$ cat src/sector_protect_pkg.sv
`default_nettype none
package sector_protect_pkg;
    localparam logic [7:0] OP_WRITE_STATUS = 8'h01;
    localparam logic [7:0] OP_READ_PROTECT = 8'h3C;
    localparam int BITS_PER_BYTE = 8;
    localparam int ADDR_BYTES = 3;
    localparam int ADDR_WIDTH = 24;
    localparam int SECT_ADDR_LSB = 16;
    localparam int LOCK_BIT = 7;
    localparam int GLOB_MSB = 5;
    localparam int GLOB_LSB = 2;
    localparam logic [3:0] GLOB_ALL_ONES = 4'hF;
    localparam logic [3:0] GLOB_ALL_ZEROS = 4'h0;
    localparam logic LOCK_RESET = 1'b0;
    localparam logic SECTOR_RESET = 1'b1;
    localparam logic [1:0] SUMMARY_NONE = 2'h0;
    localparam logic [1:0] SUMMARY_SOME = 2'h1;
    localparam logic [1:0] SUMMARY_ALL = 2'h3;
    typedef enum logic [4:0] {
        ST_CMD   = 5'h01,
        ST_ADDR  = 5'h02,
        ST_WDATA = 5'h04,
        ST_RDOUT = 5'h08,
        ST_SKIP  = 5'h10
    } state_t;
endpackage : sector_protect_pkg
`default_nettype wire

$ cat src/spi_byte_if.sv
`timescale 1ns/10ps
`default_nettype none
interface spi_byte_if;
    logic cs_active;
    logic byte_valid;
    logic [7:0] byte_data;
    modport front (output cs_active, output byte_valid, output byte_data);
    modport core (input cs_active, input byte_valid, input byte_data);
endinterface : spi_byte_if
`default_nettype wire

$ cat src/sector_protect_global_ctrl.sv
`timescale 1ns/10ps
`default_nettype none
module sector_protect_global_ctrl #(
    parameter int NUM_SECTORS = 8
) (
    input wire logic i_clk_sys,
    input wire logic i_rst,
    input wire logic i_sck,
    input wire logic i_cs_n,
    input wire logic i_si,
    input wire logic i_wp_n,
    input wire logic i_write_enable_latch,
    output logic o_so,
    output logic o_so_oe,
    output logic o_protect_regs_lock,
    output logic [1:0] o_soft_protect_summary,
    output logic [NUM_SECTORS-1:0] o_sector_protect
);
    localparam int SW = (NUM_SECTORS > 1) ? $clog2(NUM_SECTORS) : 1;

    spi_byte_if bus ();

    sector_protect_pkg::state_t state_q;
    logic [NUM_SECTORS-1:0] sector_q;
    logic lock_q;
    logic wp_meta_q;
    logic wp_sync_q;
    logic [1:0] addr_cnt_q;
    logic [15:0] addr_q;
    logic so_q;
    logic oe_q;
    logic [1:0] summary_q;
    logic wr_fire;
    logic wr_ok;
    logic hw_locked;
    logic addr_last;
    logic [3:0] glob;
    logic [SW-1:0] sel;

    function automatic logic [1:0] summarize(input logic [NUM_SECTORS-1:0] v);
        if (&v) begin
            summarize = sector_protect_pkg::SUMMARY_ALL;
        end else if (|v) begin
            summarize = sector_protect_pkg::SUMMARY_SOME;
        end else begin
            summarize = sector_protect_pkg::SUMMARY_NONE;
        end
    endfunction : summarize

    // Addresses past the last sector fold onto the top sector
    function automatic logic [SW-1:0] sector_of(input logic [sector_protect_pkg::ADDR_WIDTH-1:0] a);
        logic [7:0] raw;
        raw = a[sector_protect_pkg::SECT_ADDR_LSB +: 8];
        if (int'(raw) >= NUM_SECTORS) begin
            sector_of = SW'(NUM_SECTORS - 1);
        end else begin
            sector_of = raw[SW-1:0];
        end
    endfunction : sector_of

    spi_byte_front u_front (
        .i_clk_sys(i_clk_sys),
        .i_rst(i_rst),
        .i_sck(i_sck),
        .i_cs_n(i_cs_n),
        .i_si(i_si),
        .bus(bus.front)
    );

    always_ff @(posedge i_clk_sys or posedge i_rst) begin
        if (i_rst) begin
            wp_meta_q <= 1'b1;
            wp_sync_q <= 1'b1;
        end else begin
            wp_meta_q <= i_wp_n;
            wp_sync_q <= wp_meta_q;
        end
    end

    assign wr_fire = (state_q == sector_protect_pkg::ST_WDATA) && bus.byte_valid;
    assign hw_locked = ~wp_sync_q & lock_q;
    assign wr_ok = wr_fire & i_write_enable_latch & ~hw_locked;
    assign glob = bus.byte_data[sector_protect_pkg::GLOB_MSB:sector_protect_pkg::GLOB_LSB];
    assign addr_last = (addr_cnt_q == 2'(sector_protect_pkg::ADDR_BYTES - 1));
    assign sel = sector_of({addr_q, bus.byte_data});

    always_ff @(posedge i_clk_sys or posedge i_rst) begin
        if (i_rst) begin
            state_q <= sector_protect_pkg::ST_CMD;
        end else if (!bus.cs_active) begin
            state_q <= sector_protect_pkg::ST_CMD;
        end else if (bus.byte_valid) begin
            unique case (state_q)
                sector_protect_pkg::ST_CMD: begin
                    if (bus.byte_data == sector_protect_pkg::OP_WRITE_STATUS) begin
                        state_q <= sector_protect_pkg::ST_WDATA;
                    end else if (bus.byte_data == sector_protect_pkg::OP_READ_PROTECT) begin
                        state_q <= sector_protect_pkg::ST_ADDR;
                    end else begin
                        state_q <= sector_protect_pkg::ST_SKIP;
                    end
                end
                sector_protect_pkg::ST_ADDR: begin
                    if (addr_last) begin
                        state_q <= sector_protect_pkg::ST_RDOUT;
                    end
                end
                sector_protect_pkg::ST_WDATA: state_q <= sector_protect_pkg::ST_SKIP;
                sector_protect_pkg::ST_RDOUT: state_q <= sector_protect_pkg::ST_RDOUT;
                sector_protect_pkg::ST_SKIP: state_q <= sector_protect_pkg::ST_SKIP;
                default: state_q <= sector_protect_pkg::ST_CMD;
            endcase
        end
    end

    always_ff @(posedge i_clk_sys or posedge i_rst) begin
        if (i_rst) begin
            addr_cnt_q <= 2'h0;
            addr_q <= 16'h0000;
        end else if (state_q != sector_protect_pkg::ST_ADDR) begin
            addr_cnt_q <= 2'h0;
        end else if (bus.byte_valid) begin
            addr_cnt_q <= addr_cnt_q + 2'h1;
            addr_q <= {addr_q[7:0], bus.byte_data};
        end
    end

    // Global decode only while unlocked; a lock-clearing write cannot also act
    always_ff @(posedge i_clk_sys or posedge i_rst) begin
        if (i_rst) begin
            sector_q <= {NUM_SECTORS{sector_protect_pkg::SECTOR_RESET}};
        end else if (wr_ok && !lock_q) begin
            if (glob == sector_protect_pkg::GLOB_ALL_ONES) begin
                sector_q <= {NUM_SECTORS{1'b1}};
            end else if (glob == sector_protect_pkg::GLOB_ALL_ZEROS) begin
                sector_q <= {NUM_SECTORS{1'b0}};
            end
            // Mixed patterns fall through and keep every sector bit
        end
    end

    always_ff @(posedge i_clk_sys or posedge i_rst) begin
        if (i_rst) begin
            lock_q <= sector_protect_pkg::LOCK_RESET;
        end else if (wr_ok) begin
            lock_q <= bus.byte_data[sector_protect_pkg::LOCK_BIT];
        end
    end

    // Output is a level copy of the sector bit: every bit of the byte is equal
    always_ff @(posedge i_clk_sys or posedge i_rst) begin
        if (i_rst) begin
            so_q <= 1'b0;
            oe_q <= 1'b0;
        end else if (!bus.cs_active) begin
            oe_q <= 1'b0;
        end else if (state_q == sector_protect_pkg::ST_ADDR && bus.byte_valid && addr_last) begin
            so_q <= sector_q[sel];
            oe_q <= 1'b1;
        end
    end

    always_ff @(posedge i_clk_sys or posedge i_rst) begin
        if (i_rst) begin
            summary_q <= sector_protect_pkg::SUMMARY_ALL;
        end else begin
            summary_q <= summarize(sector_q);
        end
    end

    assign o_so = so_q;
    assign o_so_oe = oe_q;
    assign o_protect_regs_lock = lock_q;
    assign o_soft_protect_summary = summary_q;
    assign o_sector_protect = sector_q;
endmodule : sector_protect_global_ctrl
`default_nettype wire

$ cat src/spi_byte_front.sv
`timescale 1ns/10ps
`default_nettype none
module spi_byte_front (
    input wire logic i_clk_sys,
    input wire logic i_rst,
    input wire logic i_sck,
    input wire logic i_cs_n,
    input wire logic i_si,
    spi_byte_if.front bus
);
    localparam int PINS = 3;
    localparam int P_SCK = 0;
    localparam int P_CSN = 1;
    localparam int P_SI = 2;

    logic [PINS-1:0] pins;
    logic [PINS-1:0] meta_q;
    logic [PINS-1:0] sync_q;
    logic sck_prev_q;
    logic [2:0] bit_cnt_q;
    logic [7:0] shift_q;
    logic [7:0] byte_q;
    logic valid_q;
    logic sck_rise;
    logic cs_act;

    assign pins = {i_si, i_cs_n, i_sck};

    // Link pins come from the host's clock; two stages each
    for (genvar g = 0; g < PINS; g++) begin : g_sync
        always_ff @(posedge i_clk_sys or posedge i_rst) begin
            if (i_rst) begin
                meta_q[g] <= 1'b1;
                sync_q[g] <= 1'b1;
            end else begin
                meta_q[g] <= pins[g];
                sync_q[g] <= meta_q[g];
            end
        end
    end

    always_ff @(posedge i_clk_sys or posedge i_rst) begin
        if (i_rst) begin
            sck_prev_q <= 1'b1;
        end else begin
            sck_prev_q <= sync_q[P_SCK];
        end
    end

    assign cs_act = ~sync_q[P_CSN];
    assign sck_rise = sync_q[P_SCK] & ~sck_prev_q;

    // Bit count restarts with every frame, so a short frame leaves no residue
    always_ff @(posedge i_clk_sys or posedge i_rst) begin
        if (i_rst) begin
            bit_cnt_q <= 3'h0;
            shift_q <= 8'h00;
            byte_q <= 8'h00;
            valid_q <= 1'b0;
        end else begin
            valid_q <= 1'b0;
            if (!cs_act) begin
                bit_cnt_q <= 3'h0;
            end else if (sck_rise) begin
                shift_q <= {shift_q[6:0], sync_q[P_SI]};
                bit_cnt_q <= bit_cnt_q + 3'h1;
                if (bit_cnt_q == 3'h7) begin
                    byte_q <= {shift_q[6:0], sync_q[P_SI]};
                    valid_q <= 1'b1;
                end
            end
        end
    end

    assign bus.cs_active = cs_act;
    assign bus.byte_valid = valid_q;
    assign bus.byte_data = byte_q;
endmodule : spi_byte_front
`default_nettype wire

$ cat config.mk
export PLATFORM = sky130hd
export DESIGN_NAME = sector_protect_global_ctrl
export DESIGN_NICKNAME = d
export VERILOG_FILES = /design/src/sector_protect_pkg.sv /design/src/spi_byte_if.sv /design/src/sector_protect_global_ctrl.sv /design/src/spi_byte_front.sv
export SDC_FILE = /design/constraint.sdc
export NUM_CORES = 1
export LEC_CHECK = 0
export ABC_AREA = 1
export BUFFER_PORTS_ARGS = -buffer_cell sky130_fd_sc_hd__buf_4
export CAP_MARGIN = 40
export CORE_ASPECT_RATIO = 0.8
export CORE_MARGIN = 2
export CORE_UTILIZATION = 40
export CTS_CLUSTER_DIAMETER = 100
export DETAILED_ROUTE_END_ITERATION = 6
export PLACE_DENSITY = 0.69
export SLEW_MARGIN = 5
export SYNTH_ARGS = -nofsm -noshare
export SYNTH_HDL_FRONTEND = slang
export SYNTH_SLANG_ARGS = --single-unit
export TNS_END_PERCENT = 5
$ cat constraint.sdc
create_clock -name i_clk_sys -period 4 [get_ports i_clk_sys]
set_clock_uncertainty 0.2 [all_clocks]
set_input_delay 0.8 -clock i_clk_sys [delete_from_list [all_inputs] [get_ports i_clk_sys]]
set_output_delay 0.8 -clock i_clk_sys [all_outputs]
set_load 0.005 [all_outputs]
Word level (Yosys, flattened, before mapping)
Index checks and enable logic that the tools add are counted.
- flip-flop bits (word level): 64
- input port bits: 7
- output and inout bits: 13
- logic and storage cells: 88
- add/subtract/negate cells: 2
- $lt $le $gt $ge: 2
- equal/unequal tests: 12
- mux-type cells: 22
- bitwise operators: 9
- reduce and logical (&&, ||, !) cells: 20
- operator list (operator ; number):
    $mux W5 ; 5
    $pmux W5 S4 ; 1
    $mux W8 ; 2
    $reduce_and A2 Y1 ; 5
    $reduce_bool A2 Y1 ; 5
    $mux W3 ; 3
    $eq A8 B1 Y1 const B ; 1
    $eq A8 B6 Y1 const B ; 1
    $ge A8 B4 Y1 const B ; 1
    $reduce_and A8 Y1 ; 1
    $reduce_or A8 Y1 ; 1
    $mux W1 ; 7
    $mux W2 ; 3
    $eq A5 B1 Y1 const B ; 1
    $eq A5 B2 Y1 const B ; 1
    $eq A5 B3 Y1 const B ; 1
    $eq A5 B4 Y1 const B ; 1
    $eq A5 B5 Y1 const B ; 1
    $ne A5 B2 Y1 const B ; 1
    $not A1 Y1 ; 5
    $and A1 B1 Y1 ; 4
    $eq A4 B4 Y1 const B ; 1
    $logic_and A1 B1 Y1 ; 4
    $logic_not A4 Y1 ; 1
    10 further kinds ; 10

Logic depth before layout (Yosys ltp)
- depth in word-level cells: 6
- gate-level depth with buffers: 8
- gate-level depth less buffers: 8

By module
From an unflattened synthesis, not the netlist that was laid out.
- cells, all modules: 205
- area total of the unflattened synthesis: 1881.8 µm²
- by module, submodules not included (module ; times used ; cells an instance ; area an instance (µm²) ; sequential area each (µm²)):
    spi_byte_front ; 1 ; 90 ; 1001.0 ; 659.4
    sector_protect_global_ctrl ; 1 ; 115 ; 880.8 ; 356.6

Least setup slack after synthesis
OpenSTA, ideal clock, no wires.
- kind: reg2out
- start: register o_sector_protect[6] (netlist name)
- end: output port o_sector_protect[1]
- data arrival time: 723 ps
- required time: 3000 ps
- setup slack: 2277 ps
- stages on the path, launching flop included: 2
- buffers on the path: 1
- cells stage by stage: dfstp_2 buf_4
- RTL lines (item ; line ; text):
    end: declaration ; sector_protect_global_ctrl.sv:17 ; output logic [NUM_SECTORS-1:0] o_sector_protect

==> impl_metrics.json <==
{
  "grt_usage": 0.1307,
  "grt_pass1_wl_mm": 5.202,
  "dpl.hpwl_mm": 2.067,
  "clkSlewWorstSetupHoldPaths_ns": 0.07,
  "reg2regPathDepth": 5,
  "routed_wirelength_mm": 2.838,
  "portBuffers": 19,
  "synth-xor-area-share": 0,
  "max_cap_violations": 0,
  "antenna_found_initial": 0,
  "clk_path_buf_depth": 2,
  "layout_common_cells": "nand2_1, inv_1, dfrtp_1",
  "cp-start-kind": "flip-flop",
  "synth_seq_cells": 40,
  "cp_slowest_cell": "dfstp_2",
  "status": "complete, no violations",
  "hold_depth": 0,
  "leakagePower_nw": 1.060,
  "tightest_slew_ns": 0.6879,
  "synth.top_cells.by_area": "dfrtp_1, dfstp_2, nand2_1",
  "grt_pass1_vias": 1199,
  "setup_viol": 0,
  "hold_path_class": "reg2reg",
  "synthAdderAreaFrac": 0.02072,
  "cts_buffers": 5,
  "drt_iter0_markers": 67,
  "syn_area_per_cell_um2": 8.795,
  "row_count": 21,
  "slowest_delay_ns": 0.64,
  "cp-end-kind": "output pin",
  "post_cts_buffers": 0,
  "crit_buf_inv": 1,
  "dp_slack_ns": 2.016,
  "pin_count": 20,
  "wl_per_cell_um": 10.21,
  "drive_gt1_frac": 0.2308,
  "initial_core_util": 0.4256,
  "die_w_um": 79.25,
  "core_area_mm2": 0.004257,
  "synth_compound_area_frac": 0.06492,
  "place_area_mm2": 0.001933,
  "ant_nets": 0,
  "clock_latency_ns": 0.29,
  "synth_top_area_frac": 0.3867,
  "layout_setup_ws_ns": 1.929,
  "dp_cells": 270,
  "rsz0062_at_grt": "false",
  "hold_buffers": 0,
  "synth_cells": 206,
  "synth_mux_area_frac": 0,
  "syn_to_final_growth_pct": 13.40,
  "n_antenna_cell": 0,
  "hold_viol_final": 0,
  "place.gp.congestion": 0.8823,
  "synth_seq_area_share": 0.5608,
  "fin_setup_tns_ns": 0,
  "power_density_mw_per_mm2": 403.4,
  "design_area_mm2": 0.002054,
  "finalCriticalPeriod_ns": 2.071,
  "ir_drop_uv": 254.9,
  "h-tree-depth": 2,
  "synth_top_area_cell": "dfrtp_1",
  "final_max_slew_viol_count": 0,
  "ys_types": 21,
  "yosys.area_share.simple": 0.2314,
  "path_class": "reg2out",
  "fmax_ghz": 0.4828,
  "dieArea_mm2": 0.005087,
  "crit_arrival_ns": 1.07,
  "slew_headroom": 0.5409,
  "mostFrequentLayoutCell": "nand2_1",
  "ys_warn_count": 0,
  "ctsRootBufferMaster": "clkbuf_8",
  "instances_no_fill": 278,
  "vias": 1226,
  "critPathRequiredTime_ns": 3.00,
  "grt_max_degree": 23,
  "crit_chain": "buf_4",
  "fin_nets": 230,
  "syn-cell-area_mm2": 0.001812,
  "drc": 0,
  "critPathTopFamily": "flip-flops",
  "tritoncts": "built",
  "cp_max_fo": 11,
  "holdWs_ns": 0.1567,
  "finalCritPeriodShare": 0.5178,
  "via_per_inst": 4.410,
  "dr.pass1.iters": 4,
  "grt_overflow": 0,
  "post_cts_resized": 0,
  "cp_num_cells": 1,
  "die_y_um": 64.20,
  "clock_sinks": 40,
  "synth_top_family_by_area": "simple AND/OR/NAND/NOR gates",
  "syn-num-nets": 216
}
-- synth_stat cells (all sizes together) --
cell type,count
dfrtp,28
o21ai,20
buf,13
a21oi,2
clkinv,1
nand3,13
nand4,3
ha,3
dfstp,12
inv,31
nand2,62
nor2,18
-- per-layer routing --
layer	vias to the layer above	global-route usage	part of all wire
li1	649	-	-
met1	558	0.1817	0.52
met2	19	0.1981	0.44
met3	0	0.04237	0.041
met4	0	0.03233	0
met5	-	0	0
-- kinds of logic after synthesis --
kind of cell	Yosys count
simple gates	96
buf+inv	45
fa+ha+maj	3
compound gates	22
flops	40
-- stage by stage --
| step | total power, W | util |
|---|---|---|
| 6_report | 0.0008287 | 0.4827 |
| 5_1_grt | 0.0008636 | 0.4827 |
| 4_1_cts | 0.0008382 | 0.4827 |
| 3_5_place_dp | 0.0004908 | 0.4541 |
| 3_3_place_gp | 0.0004886 | 0.4541 |
| 2_1_floorplan | 0.0004762 | - |
-- worst paths after layout --
check | from | to | slack (ns)
worst min register to register | u_front.meta_q[0] | u_front.sync_q[0] | 0.16
min in group asynchronous | i_rst | state_q[4] | 0.41
max in group asynchronous | i_rst | u_front.sck_prev_q | 2.39
worst min-delay path | u_front.meta_q[0] | u_front.sync_q[0] | 0.16
worst max-delay path | o_sector_protect[6] | o_sector_protect[3] | 1.93
worst max register to register | u_front.sync_q[1] | u_front.bus.byte_data[7] | 2.21
-- state kept, by name (all words and copies together), names as in the netlist, 2 cells and up --
register               flops
u_front.meta_q             3
u_front.shift_q            7
u_front.bus.byte_data      8
state_q                    5
addr_cnt_q                 2
u_front.sync_q             3
u_front.bit_cnt_q          3
-- final cells by class --
class,instances,area (um^2)
fillers,429,2202
multi-input cells,121,574.3
flip-flops and latches,40,1016
inverters,32,121.4
clock buffers,6,82.58
well taps,57,71.32
repair buffers,20,150.1
clock inverters,2,38.79
-- where the power goes --
part	internal, W	switching, W	leakage (nW)
Combinational	0.0000151	0.0000279	0.487
Sequential	0.000429	0.0000103	0.511
Clock	0.000204	0.000143	0.0614
Total	0.000648	0.000181	1.06
Power figures use the tool's default switching activity.
